**src/hw/dsa_pkg.sv**
```systemverilog
// constants and operation codes for the signal-processing add unit
// assumes the pipeline decodes instructions into dsa_op_t codes before issue
package dsa_pkg;
  localparam int unsigned WORD_W    = 32;
  localparam int unsigned LANE_W    = 16;
  localparam int unsigned LANES     = 2;
  localparam int unsigned OP_W      = 4;
  localparam int unsigned CARRY_BIT = 13;            // carry field of the control register
  localparam int unsigned OUF_BIT   = 20;            // overflow sticky field
  localparam logic [31:0] CTL_RESET = 32'h00000000;
  localparam logic [15:0] LANE_MAX  = 16'hFFFF;      // unsigned halfword clamp value
  localparam logic [31:0] WORD_ZERO = 32'h00000000;

  // decoded operation codes; codes past the last entry are reserved
  typedef enum logic [OP_W-1:0] {
    DSA_OP_HALFWORD_HALVING_ADD,
    DSA_OP_HALFWORD_HALVING_ADD_ROUNDED,
    DSA_OP_WORD_HALVING_ADD,
    DSA_OP_WORD_HALVING_ADD_ROUNDED,
    DSA_OP_CARRY_SETTING_ADD,
    DSA_OP_UNSIGNED_HALFWORD_ADD,
    DSA_OP_UNSIGNED_HALFWORD_ADD_SATURATING,
    DSA_OP_ADD_WITH_CARRY,
    DSA_OP_LAST
  } dsa_op_t;
endpackage

```
**src/hw/dsa_add_unit.sv**
```systemverilog
// single-cycle datapath for the signal-processing add group with the control register
// assumes operands arrive synchronous to ref_clk; the pipeline stalls nothing, one op per cycle
`timescale 1ns/1ps
module dsa_add_unit (
  input  wire logic        ref_clk,
  input  wire logic        rstn,
  input  wire logic        op_valid,
  input  wire logic [3:0]  op_code,
  input  wire logic        dsp_enable,
  input  wire logic [31:0] source_a_operand,
  input  wire logic [31:0] source_b_operand,
  input  wire logic        ctl_wr_en,
  input  wire logic [31:0] ctl_wr_data,
  output logic             result_valid,
  output logic [31:0]      result_data,
  output logic [31:0]      signal_proc_control_reg,
  output logic             exc_reserved,
  output logic             exc_dsp_disabled
);
  logic        result_valid_reg;
  logic [31:0] result_data_reg;
  logic [31:0] ctl_reg;
  logic        exc_reserved_reg;
  logic        exc_disabled_reg;
  logic [31:0] ctl_base;
  logic [31:0] ctl_next;
  logic [31:0] result_next;

  // decode of the issued operation
  wire logic op_known  = op_code < dsa_pkg::OP_W'(dsa_pkg::DSA_OP_LAST);
  wire logic exec      = op_valid && dsp_enable && op_known;
  wire logic is_hh     = op_code == dsa_pkg::DSA_OP_HALFWORD_HALVING_ADD;
  wire logic is_hh_r   = op_code == dsa_pkg::DSA_OP_HALFWORD_HALVING_ADD_ROUNDED;
  wire logic is_wh     = op_code == dsa_pkg::DSA_OP_WORD_HALVING_ADD;
  wire logic is_wh_r   = op_code == dsa_pkg::DSA_OP_WORD_HALVING_ADD_ROUNDED;
  wire logic is_csa    = op_code == dsa_pkg::DSA_OP_CARRY_SETTING_ADD;
  wire logic is_uh     = op_code == dsa_pkg::DSA_OP_UNSIGNED_HALFWORD_ADD;
  wire logic is_uh_s   = op_code == dsa_pkg::DSA_OP_UNSIGNED_HALFWORD_ADD_SATURATING;
  wire logic is_awc    = op_code == dsa_pkg::DSA_OP_ADD_WITH_CARRY;
  wire logic carry_in  = ctl_reg[dsa_pkg::CARRY_BIT];

  // per-lane halfword arithmetic, both signed halving and unsigned forms
  logic [dsa_pkg::WORD_W-1:0] hh_res;
  logic [dsa_pkg::WORD_W-1:0] uh_res;
  logic [dsa_pkg::LANES-1:0]  uh_ovf;
  genvar g;
  generate
    for (g = 0; g < dsa_pkg::LANES; g++) begin : g_lane
      wire logic [15:0] la = source_a_operand[g*dsa_pkg::LANE_W +: dsa_pkg::LANE_W];
      wire logic [15:0] lb = source_b_operand[g*dsa_pkg::LANE_W +: dsa_pkg::LANE_W];
      // sign extension to 17 bits keeps the halved result exact
      wire logic [16:0] hsum = {la[15], la} + {lb[15], lb} + {16'h0000, is_hh_r};
      wire logic [16:0] usum = {1'b0, la} + {1'b0, lb};
      assign hh_res[g*dsa_pkg::LANE_W +: dsa_pkg::LANE_W] = hsum[16:1];
      assign uh_res[g*dsa_pkg::LANE_W +: dsa_pkg::LANE_W] =
        (is_uh_s && usum[16]) ? dsa_pkg::LANE_MAX : usum[15:0];
      assign uh_ovf[g] = usum[16];
    end
  endgenerate

  // word forms: halving, carry-setting and carry-consuming adds
  wire logic [32:0] wh_sum  = {source_a_operand[31], source_a_operand} +
                              {source_b_operand[31], source_b_operand} + {32'h00000000, is_wh_r};
  wire logic [32:0] csa_sum = {1'b0, source_a_operand} + {1'b0, source_b_operand};
  wire logic [32:0] awc_sum = {source_a_operand[31], source_a_operand} +
                              {source_b_operand[31], source_b_operand} + {32'h00000000, carry_in};
  wire logic awc_ovf = awc_sum[32] != awc_sum[31];
  wire logic ouf_set = exec && (((is_uh || is_uh_s) && (|uh_ovf)) || (is_awc && awc_ovf));

  // result select; unknown codes give zero and never reach the register file
  always_comb begin
    result_next = dsa_pkg::WORD_ZERO;
    if (is_hh || is_hh_r) begin
      result_next = hh_res;
    end else if (is_wh || is_wh_r) begin
      result_next = wh_sum[32:1];
    end else if (is_csa) begin
      result_next = csa_sum[31:0];
    end else if (is_uh || is_uh_s) begin
      result_next = uh_res;
    end else if (is_awc) begin
      result_next = awc_sum[31:0];
    end
  end

  // control register: pipeline write first, then the op's own updates; set wins over a clearing write
  assign ctl_base = ctl_wr_en ? ctl_wr_data : ctl_reg;
  always_comb begin
    ctl_next = ctl_base;                                        // halving ops fall through
    if (exec && is_csa) begin
      ctl_next[dsa_pkg::CARRY_BIT] = csa_sum[32];
    end
    if (ouf_set) begin
      ctl_next[dsa_pkg::OUF_BIT] = 1'b1;                        // sticky
    end
  end

  // result and control state commit on the same edge so a follower sees both
  always_ff @(posedge ref_clk) begin
    if (!rstn) begin
      result_valid_reg <= 1'b0;
      result_data_reg  <= dsa_pkg::WORD_ZERO;
      ctl_reg          <= dsa_pkg::CTL_RESET;
      exc_reserved_reg <= 1'b0;
      exc_disabled_reg <= 1'b0;
    end else begin
      result_valid_reg <= exec;
      result_data_reg  <= exec ? result_next : result_data_reg;
      ctl_reg          <= ctl_next;
      exc_reserved_reg <= op_valid && !op_known;
      exc_disabled_reg <= op_valid && op_known && !dsp_enable;
    end
  end

  assign result_valid            = result_valid_reg;
  assign result_data             = result_data_reg;
  assign signal_proc_control_reg = ctl_reg;
  assign exc_reserved            = exc_reserved_reg;
  assign exc_dsp_disabled        = exc_disabled_reg;

  // reference values built independently: signed sums for halving forms, unsigned for lanes and carry
  wire logic [16:0] chk_hh_lo = 17'($signed(source_a_operand[15:0]) + $signed(source_b_operand[15:0]));
  wire logic [16:0] chk_hh_hi = 17'($signed(source_a_operand[31:16]) + $signed(source_b_operand[31:16]));
  wire logic [32:0] chk_word  = 33'($signed(source_a_operand) + $signed(source_b_operand));
  wire logic [16:0] chk_u_lo  = 17'(source_a_operand[15:0]) + 17'(source_b_operand[15:0]);
  wire logic [16:0] chk_u_hi  = 17'(source_a_operand[31:16]) + 17'(source_b_operand[31:16]);
  // rounded forms wrap inside the interim width, as the datapath sum does
  wire logic [16:0] chk_hh_lo_r = chk_hh_lo + 17'h00001;
  wire logic [16:0] chk_hh_hi_r = chk_hh_hi + 17'h00001;
  wire logic [32:0] chk_word_r  = chk_word + 33'h000000001;
  wire logic        chk_csa_cy  = (33'(source_a_operand) + 33'(source_b_operand)) > 33'h0FFFFFFFF;
endmodule

```
**config.mk**
```make
export PLATFORM = sky130hd
export DESIGN_NAME = dsa_add_unit
export DESIGN_NICKNAME = d
export VERILOG_FILES = /design/src/hw/dsa_pkg.sv /design/src/hw/dsa_add_unit.sv
export SDC_FILE = /design/constraint.sdc
export NUM_CORES = 1
export LEC_CHECK = 0
export BUFFER_PORTS_ARGS = -buffer_cell sky130_fd_sc_hd__buf_2
export CORE_MARGIN = 4
export CORE_UTILIZATION = 51
export CTS_CLUSTER_DIAMETER = 100
export CTS_CLUSTER_SIZE = 30
export DETAILED_ROUTE_END_ITERATION = 12
export PLACE_DENSITY = 0.8
export SYNTH_ARGS = -nofsm -noshare
export SYNTH_HDL_FRONTEND = slang
export SYNTH_SLANG_ARGS = --single-unit
```
**constraint.sdc**
```tcl
create_clock -name ref_clk -period 3.5 [get_ports ref_clk]
set_input_delay 0.35 -clock ref_clk [delete_from_list [all_inputs] [get_ports ref_clk]]
set_output_delay 0.35 -clock ref_clk [all_outputs]
set_load 0.01 [all_outputs]
```
# After elaboration in Yosys (flattened, before gate mapping)

Cells that the tools add are included.

Add/subtract/negate cells: 10
Magnitude comparators: 1
Equality and inequality tests: 8
Mux-type cells: 10
Reduce and logical (&&, ||, !) cells: 21

Operators by type and width:

| operator             | number |
|---|---|
| $mux W32             | 5 |
| $add A16 B16 Y17     | 4 |
| $add A32 B32 Y33     | 2 |
| $add A33 B1 Y33      | 2 |
| $add A17 B1 Y17      | 2 |
| $mux W16             | 2 |
| $mux W21             | 1 |
| $eq A4 B3 Y1 const B | 4 |
| $logic_and A1 B1 Y1  | 11 |
| $eq A4 B2 Y1 const B | 2 |
| $eq A4 B1 Y1 const B | 1 |
| $logic_not A4 Y1     | 1 |
| $logic_or A1 B1 Y1   | 4 |
| $lt A4 B4 Y1 const B | 1 |
| $reduce_bool A2 Y1   | 2 |
| $logic_not A1 Y1     | 2 |
| $mux W1              | 2 |
| $reduce_or A2 Y1     | 1 |
| $ne A1 B1 Y1         | 1 |

Register bits: 67
Output and inout port bits: 67
Word-level logic and storage cells: 57

# Depth between registers and ports, before layout

Gate-level depths: netlist (run 1).

Depth after elaboration: 7
Depth in mapped cells: 15
Depth with buffers taken out: 13

# Worst setup path before layout (run 1)

No wires, ideal clock.

Kind: in2reg
From: input port source_a_operand[16]
To: register result_data_reg[29], in the netlist result_data[29]
Setup time: 123 ps
Arrival time: 3374 ps
Required time: 3377 ps
Setup slack: 3 ps
Stages on the path: 13
Path buffers: 1
Cell sequence: ha_1 -> fa_1 -> o21bai_1 -> a221oi_1 -> nand3_1 -> xor2_1 -> nand3_2 -> or3_4 -> buf_6 -> nor4_1 -> xor2_1 -> a221oi_1 -> nor2_1

Word-level cells in the longest chain between the ends: 7
Elaborated cells on any way between the ends: 14
Those cells by class: 7 x add/sub; 6 x mux; 1 x reduce/logical

RTL lines:

| element                                                | RTL line                               | text |
|---|---|---|
| start: declaration                                     | dsa_add_unit.sv:10                     | `input wire logic [31:0] source_a_operand,` |
| $add A32 B32 Y33 or $add A16 B16 Y17 (tied branches)   | n/a                                    |  |
| $add A33 B1 Y33 or $logic_and A1 B1 Y1 (tied branches) | dsa_add_unit.sv:66, dsa_add_unit.sv:56 |  |
| $mux W32 or $mux W16 (tied branches)                   | dsa_add_unit.sv:81, dsa_add_unit.sv:56 |  |
| $mux W32                                               | dsa_add_unit.sv:79                     | `end else if (is_uh \|\| is_uh_s) begin` |
| $mux W32                                               | dsa_add_unit.sv:77                     | `end else if (is_csa) begin` |
| $mux W32                                               | dsa_add_unit.sv:75                     | `end else if (is_wh \|\| is_wh_r) begin` |
| $mux W32 *                                             | dsa_add_unit.sv:73                     | `if (is_hh \|\| is_hh_r) begin` |
| end signal: assignment                                 | dsa_add_unit.sv:102                    | `result_data_reg <= dsa_pkg::WORD_ZERO;` |
| end signal: assignment                                 | dsa_add_unit.sv:108                    | `result_data_reg <= exec ? result_next : result_data_reg;` |
| end: declaration                                       | dsa_add_unit.sv:21                     | `logic [31:0] result_data_reg;` |

Every way passes the cells marked *; elsewhere a longest branch is shown, timed or not.
A chain may end at the register's enable or synchronous reset.

# Worst setup path after layout (run 1)

From: input port source_a_operand[11]
To: register result_data_reg[29], in the netlist result_data[29]

Word-level cells in the longest chain between the ends: 7
Elaborated cells on any way between the ends: 9
Those cells by class: 4 x add/sub; 5 x mux

RTL lines:

| element          | RTL line                               | text |
|---|---|---|
| $add A32 B32 Y33 | dsa_add_unit.sv:62, dsa_add_unit.sv:65 |  |
| $add A33 B1 Y33  | dsa_add_unit.sv:66                     | `{source_b_operand[31], source_b_operand} + {32'h00000000, carry_in};` |
| $mux W32         | dsa_add_unit.sv:81                     | `end else if (is_awc) begin` |
| $mux W32         | dsa_add_unit.sv:79                     |  |
| $mux W32         | dsa_add_unit.sv:77                     |  |
| $mux W32 *       | dsa_add_unit.sv:75                     |  |
| $mux W32 *       | dsa_add_unit.sv:73                     |  |

Marks and branches as above.

==> results of run 1 <==
[kinds of logic after synthesis]
logic type | after synthesis | synth area share
xor gates and xnor gates | 115 | 0.137
buffers and inverters | 77 | 0.0418
adders and majority gates | 39 | 0.0663
AOI/OAI and AO/OA | 330 | 0.281
muxes | 36 | 0.0472
DFF | 67 | 0.174
and+or+nand+nor | 361 | 0.252
[metrics by stage]
| stage | hold WS (ns) | cells |
|---|---|---|
| 3_5_place_dp | 0.452 | 1546 |
| 6_report | 0.228 | 1566 |
| 4_1_cts | 0.216 | 1562 |
| 5_1_grt | 0.216 | 1566 |
| 3_3_place_gp | 0.446 | 1546 |
| 2_1_floorplan | 0.426 | 1025 |
[power by group]
| part | leakage (nW) | total [W] | switching [W] | internal, W |
|---|---|---|---|---|
| clock network | 0.173 | 0.00105 | 0.000332 | 0.000716 |
| registers | 0.550 | 0.000828 | 0.0000236 | 0.000805 |
| logic | 4.19 | 0.00198 | 0.00108 | 0.000902 |
[layout make-up]
| cell class | count | area share |
|---|---|---|
| repair buffers | 409 | 0.243 |
| clock inverters | 6 | 0.0103 |
| clock buffers | 10 | 0.0218 |
| flip-flops and latches | 67 | 0.122 |
| well taps | 184 | 0.0210 |
| multi-input cells | 881 | 0.578 |
| inverters | 9 | 0.00308 |
[worst paths after layout]
path	from	to	slack, ns	cells past startpoint
max	source_a_operand[11]	result_data[29]$_SDFFE_PN0P_	0.07	16
min reg2reg	result_data[1]$_SDFFE_PN0P_	result_data[1]$_SDFFE_PN0P_	0.45	2
max reg2reg	signal_proc_control_reg[13]$_SDFFE_PN0P_	signal_proc_control_reg[20]$_SDFFE_PN0P_	0.53	12
min	dsp_enable	exc_dsp_disabled$_SDFF_PN0_	0.23	2
[worst register-to-register path, stage by stage (launching register included)]
cell and delay, ns:
sky130_fd_sc_hd__dfxtp_1 0.42, sky130_fd_sc_hd__ha_1 0.21, sky130_fd_sc_hd__ha_1 0.18, sky130_fd_sc_hd__nand4_1 0.12, sky130_fd_sc_hd__or4b_4 0.53, sky130_fd_sc_hd__nor4_2 0.17, sky130_fd_sc_hd__buf_4 0.17, sky130_fd_sc_hd__nand4_1 0.17
sky130_fd_sc_hd__buf_4 0.19, sky130_fd_sc_hd__nand2_1 0.05, sky130_fd_sc_hd__a21boi_1 0.08, sky130_fd_sc_hd__or4_1 0.52, sky130_fd_sc_hd__o211ai_2 0.09
[cells in the mapped netlist (all sizes together), types with 5 or more instances]
cell type,n
a21boi,7
a21o,13
a21oi,106
a221oi,20
a31oi,10
and2,14
and3,14
buf,25
clkbuf,43
dfxtp,67
ha,36
inv,9
mux2i,34
nand2,92
nand2b,9
nand3,35
nand4,27
nor2,58
nor2b,37
nor3,29
nor3b,5
nor4,12
o211a,5
o211ai,14
o21a,9
o21ai,96
o221ai,8
or3,12
xnor2,68
xor2,47
[repair_timing]
item,in CTS,in global routing
buffers inserted,0,4
pin swaps,0,15
resized for setup,1,64
endpoints found under the setup margin,3,22
[per-layer routing]
layer,GRT usage,up-vias
met3,0.0480,82
met5,0,-
met1,0.467,4306
met2,0.528,569
li1,-,4484
met4,0.116,0
==> summary.md, run 1 <==
| Metric | Value |
|---|---|
| Site Rows | 44 |
| Endpoint arrival time on the critical path | 3.64 ns |
| Number of enable flip-flop cells after synthesis | 0 |
| Setup Total Neg Slack | 0 ns |
| Run status | complete, no violations |
| Share of layout cells above drive strength 1 | 0.370 |
| Aggregate global routing overflow | 0 |
| Peak VDD IR | 0.246 mV |
| Mean area per synthesized cell | between 7 and 8 µm² |
| Initial antenna violation count | 0 |
| Post-route clock period utilization | 0.981 |
| Category of the worst setup path launch point | input port |
| Total cell area at the placement stage | approximately 10000 µm² |
| Core Area | between 10000 and 15000 µm² |
| Total nets after synthesis | 1169 |
| Setup slack of the critical path after layout | a little under 0.07 ns |
| Final-stage net count | 1521 |
| I/O pins | 172 |
| CP dominant cell by count | sky130_fd_sc_hd__buf_4 |
| Area of the die | 17100 µm² |
| First-pass GRT wire length | 45700 µm |
| Root Buffer | sky130_fd_sc_hd__clkbuf_16 |
| Sequential cell area | 1340 µm² |
| Number of failing hold endpoints at the final stage | 0 |
| Die height | 131 µm |
| LEAKAGE | 4.91 nW |
| Crit-path cells | buf_2 -> ha_2 -> a21oi_2 -> a21boi_0 -> or3_4 -> o21ai_0 -> buf_4 -> nand2_1 -> buf_4 -> nor4_1 -> nand4_1 -> buf_4 -> nor3_1 -> xor2_1 -> a221oi_1 -> nor2_1 |
| Max-slew violations | 0 |
| Power consumption | 0.00386 W |
| Critical path buffers and inverters | 4 |
| Inserted Clock Buffers | 9 |
| Synth-to-layout area growth | 42.7% |
| Portion of synthesized cell area occupied by the leading cell type | 0.174 |
| Biggest cell delay along the critical path | 0.45 ns |
| Async set or reset register ratio after synthesis | 0 |
| Ant diodes | 0 |
| Post-route clock skew | 0.00489 ns |
| Placement Setup Slack | -0.400 ns |
| Clock Pin Slew Worst Setup and Hold Paths | 0.06 ns |
| Total length of routed wires | about 30000 µm |
| Insertion delay to the later sink of the worst-skew pair | about 0.32 ns |
| Top library cells by usage in the layout, fill and taps aside | sky130_fd_sc_hd__buf_4, sky130_fd_sc_hd__buf_2, sky130_fd_sc_hd__a21oi_1 |
| Detailed route wirelength on metal3 | 3110 µm |
| Area occupied by multi-input gates | between 6000 and 7000 µm² |
| Number of global-route vias before repair | 8782 |
| Peak fanout along the critical path | 7 |
| Maximum number of pins on one net before global-route repair | 40 |
| All-layer global routing usage | 0.334 |
| Worst Setup Path Type | in2reg |
| Final std cell area, no fill | ~11000 µm² |
| Required time of the critical path | 3.71 ns |
| Gate count after technology mapping | 1025 |
| Top FF cell, synth | sky130_fd_sc_hd__dfxtp_1 |
| Type of the tightest min-delay check | in2reg |
| Commonest non-fill, non-tap cell in the layout | sky130_fd_sc_hd__buf_4 |
| Warnings from Yosys | 0 |
| Last weighted congestion value of the routability-driven placer | slightly below 1 |
| Vias/cell | 6.03 |
| Number of buffers added on ports | 171 |
| Distinct cells, synth | 88 |
| Max-cap viol count | 0 |
| Final setup violation count | 0 |
| Worst setup EP type | flop |
| Maximum level of the CTS H-tree | 3 |
| Total number of vias | 9441 |
| Per-cell routed wire length | roughly 19 µm |
| #FFs+latches synth | 67 |
| Top Family by Delay on Critical Path | simple AND/OR/NAND/NOR gates |
| Relative slew margins | 0.296 |
| End-of-flow core utilization | 0.750 |
| Post-route DRC | 0 |
| Worst-case clock buffer depth | 2 |
| # fillers | 1130 |
| Achievable Freq | 291 MHz |
| Post-DP HPWL | approximately 24000 µm |
| Horiz. Die Dim | 131 µm |
| Fraction of the yosys area taken by sequential cells | 0.174 |
| Synth area leader | sky130_fd_sc_hd__dfxtp_1 |
| Clock tree sinks | between 60 and 70 |
| Met2 wire len | 13200 µm |
| P per Cell Area | roughly 350 nW/µm² |
| Transition time of the tightest slew-check pin | 1.06 ns |
| Routed length on met1 | 12700 µm |
| Number of buffers inserted by hold repair at cts | 0 |
| Starting density of the core | 0.525 |
| Library cell contributing the largest single delay on the critical path | sky130_fd_sc_hd__or3_4 |
| Drt pass-1 iters | 5 |
| TritonCTS clock tree | yes |
| Period minus WS final | between 3 and 4 ns |
| Cell types with the largest area share after synthesis | sky130_fd_sc_hd__dfxtp_1, sky130_fd_sc_hd__xnor2_1, sky130_fd_sc_hd__a21oi_1, sky130_fd_sc_hd__o21ai_0, sky130_fd_sc_hd__ha_1 |
| Top routing layer in use | met4 |
| Number of DRC markers in iteration 0 | 887 |
| Synthesized area | 7690 µm² |
| Final ANT Viol Nets | 0 |
No activity file was read; power rests on OpenSTA's default activity.
==> run 2: changes to the inputs <==
--- a/config.mk
+++ b/config.mk
@@ -12,6 +12,7 @@
 export CTS_CLUSTER_SIZE = 30
 export DETAILED_ROUTE_END_ITERATION = 12
 export PLACE_DENSITY = 0.8
+export RECOVER_POWER = 25
 export SYNTH_ARGS = -nofsm -noshare
 export SYNTH_HDL_FRONTEND = slang
 export SYNTH_SLANG_ARGS = --single-unit
==> run 2 against run 1 <==
  * Worst setup slack got worse by 0.0082 ns
  * Count of clock-buffer cells in the layout is the same
  * Via count rose by 0.75%
  * Critical path type unchanged
  * Critical endpoint unchanged
  * Largest power group unchanged
  * Highest routed layer unchanged
==> summary.md, run 2 (same netlist as run 1, synthesis figures left out) <==
| Metric | Value |
|---|---|
| Run status | complete, no violations |
| Placement Setup Slack | -0.400 ns (unchanged) |
| Switching component of the power | 0.00143 W (about the same) |
| Top routing layer in use | met4 |
| Die height | 131 µm (unchanged) |
| I/O pins | 172 (unchanged) |
| Final-stage net count | 1521 (unchanged) |
| Commonest non-fill, non-tap cell in the layout | sky130_fd_sc_hd__buf_4 |
| Relative slew margins | 0.299 (+0.00345) |
| Inserted Clock Buffers | 9 (unchanged) |
| Vias/cell | 6.07 (+0.75%) |
| Fraction of power spent switching nets | 0.372 (+0.000581) |
| Setup slack of the critical path after layout | 0.0594 ns (-0.00823 ns) |
| Worst setup EP type | flop |
| Final setup violation count | 0 (unchanged) |
| Clock Pin Slew Worst Setup and Hold Paths | 0.06 ns (about the same) |
| Worst Setup Path Type | in2reg |
| Peak VDD IR | 0.246 mV (about the same) |
| Period minus WS final | 3.44 ns (+0.00823 ns) |
| First-pass GRT wire length | 45700 µm (unchanged) |
| Top library cells by usage in the layout, fill and taps aside | sky130_fd_sc_hd__buf_4, sky130_fd_sc_hd__buf_2, sky130_fd_sc_hd__a21oi_1 |
| Achievable Freq | 291 MHz (-0.24%) |
| Power consumption | 0.00385 W (-0.11%) |
| Final std cell area, no fill | 10900 µm² (-0.37%) |
| Drt pass-1 iters | 6 (+1) |
| Type of the tightest min-delay check | in2reg |
| Total number of vias | 9512 (+0.75%) |
| Met2 wire len | 13200 µm (about the same) |
| Crit-path cells | buf_2 -> ha_2 -> a21oi_2 -> a21boi_0 -> or3_4 -> o21ai_0 -> buf_4 -> nand2_1 -> buf_4 -> nor4_1 -> nand4_1 -> buf_4 -> nor3_1 -> xor2_1 -> a221oi_1 -> nor2_1 |
| Starting density of the core | 0.525 (unchanged) |
| Final ANT Viol Nets | 0 (unchanged) |
| Total cell area at the placement stage | 10300 µm² (unchanged) |
| Insertion delay to the later sink of the worst-skew pair | 0.32 ns (about the same) |
| Horiz. Die Dim | 131 µm (unchanged) |
| Biggest cell delay along the critical path | 0.45 ns (about the same) |
| Library cell contributing the largest single delay on the critical path | sky130_fd_sc_hd__or3_4 |
| Maximum number of pins on one net before global-route repair | 40 (unchanged) |
| Max-cap viol count | 0 (unchanged) |
| Core Area | 14600 µm² (unchanged) |
| Area of the die | 17100 µm² (unchanged) |
| Comb power frac | 0.512 (about the same) |
| Max-slew violations | 0 (unchanged) |
| Post-DP HPWL | 23800 µm (unchanged) |
| Number of DRC markers in iteration 0 | 861 (-2.9%) |
| Peak fanout along the critical path | 7 (unchanged) |
| Post-route clock period utilization | 0.983 (+0.00235) |
| P per Cell Area | 352 nW/µm² (+0.25%) |
| LEAKAGE | 4.79 nW (-2.6%) |
| Total length of routed wires | 30000 µm (+0.28%) |
| Maximum level of the CTS H-tree | 3 (unchanged) |
| Internal power of the cells | 0.00242 W (-0.20%) |
| Worst-case clock buffer depth | 2 (unchanged) |
| Synth-to-layout area growth | 42.2% |
| All-layer global routing usage | 0.334 (unchanged) |
| Clock tree sinks | 67 (unchanged) |
| Last weighted congestion value of the routability-driven placer | 0.993 (unchanged) |
| Number of global-route vias before repair | 8782 (unchanged) |
| CP dominant cell by count | sky130_fd_sc_hd__buf_4 |
| Required time of the critical path | 3.71 ns (about the same) |
| Post-route DRC | 0 (unchanged) |
| Endpoint arrival time on the critical path | 3.65 ns (about the same) |
| Transition time of the tightest slew-check pin | 1.04 ns (-0.0132 ns) |
| Detailed route wirelength on metal3 | 2990 µm (-3.8%) |
| Number of buffers inserted by hold repair at cts | 0 (unchanged) |
| Category of the worst setup path launch point | input port |
| Root Buffer | sky130_fd_sc_hd__clkbuf_16 |
| Initial antenna violation count | 0 (unchanged) |
| Portion of total power attributed to the clock network | 0.272 (about the same) |
| Sequential group share of total power | 0.215 (about the same) |
| Site Rows | 44 (unchanged) |
| Aggregate global routing overflow | 0 (unchanged) |
| Share of layout cells above drive strength 1 | 0.347 (-0.0232) |
| Number of failing hold endpoints at the final stage | 0 (unchanged) |
| Routed length on met1 | 12900 µm (+1.8%) |
| Number of buffers added on ports | 171 (unchanged) |
| Per-cell routed wire length | 19.2 µm (+0.28%) |
| Setup Total Neg Slack | 0 ns (unchanged) |
| TritonCTS clock tree | yes |
| Ant diodes | 0 (unchanged) |
| Post-route clock skew | 0.00554 ns (+0.000651 ns) |
## run 2: cell count changes in the layout (fill, tap and decap cells not counted), sizes merged
cell,before,now
buf,409,377
clkbuf,10,42
## run 2: worst paths after layout
check,start,end,slack [ns],depth (start not counted)
max,source_a_operand[11],result_data[29]$_SDFFE_PN0P_,0.06,16
max reg2reg,signal_proc_control_reg[13]$_SDFFE_PN0P_,signal_proc_control_reg[20]$_SDFFE_PN0P_,0.52,12
min,dsp_enable,exc_dsp_disabled$_SDFF_PN0_,0.22,2
min reg2reg,result_data[1]$_SDFFE_PN0P_,result_data[1]$_SDFFE_PN0P_,0.46,2
## run 2: power by group through the flow
stage | Clock (W) | Combinational [W] | Sequential [W]
final | 0.00105 | 0.00197 | 0.000829
after global routing | 0.00110 | 0.00212 | 0.000833
after CTS | 0.00105 | 0.00185 | 0.000828
after detailed placement | 0 | 0.00184 | 0.000842
after global placement | 0 | 0.00182 | 0.000840
after floorplan | 0 | 0.00101 | 0.000859
## run 2: critical path, delay by kind of cell
family,cells,cell delay (ns)
simple gates,6,1.35
xor+xnor,1,0.10
compound gates,4,0.88
buf+inv,4,0.62
fa+ha+maj,1,0.33
## run 2: per-stage QoR
step                cells  utilization  hold slack, ns
floorplan            1025            -           0.426
global placement     1546        0.701           0.446
detailed placement   1546        0.701           0.452
CTS                  1562        0.726           0.216
global route         1566        0.747           0.216
finish               1566        0.747           0.225
## run 2: final cells by class
class                   instances  area, µm²
multi-input cells             881       6350
fillers                      1155       3700
repair buffers                409       2630
flip-flops and latches         67       1340
clock buffers                  10        239
well taps                     184        230
clock inverters                 6        113
inverters                       9       33.8
## run 2: layer usage
| layer | global-route usage | up-vias |
|---|---|---|
| li1 | - | 4482 |
| met1 | 0.467 | 4388 |
| met2 | 0.528 | 566 |
| met3 | 0.0480 | 76 |
| met4 | 0.116 | 0 |
| met5 | 0 | - |
## run 2: repair_timing
item | in CTS | in global routing
setup buffers | 0 | 4
resized for setup | 1 | 64
endpoints found under the setup margin | 3 | 22
endpoints found under the hold margin | 0 | 0
pin swaps | 0 | 15
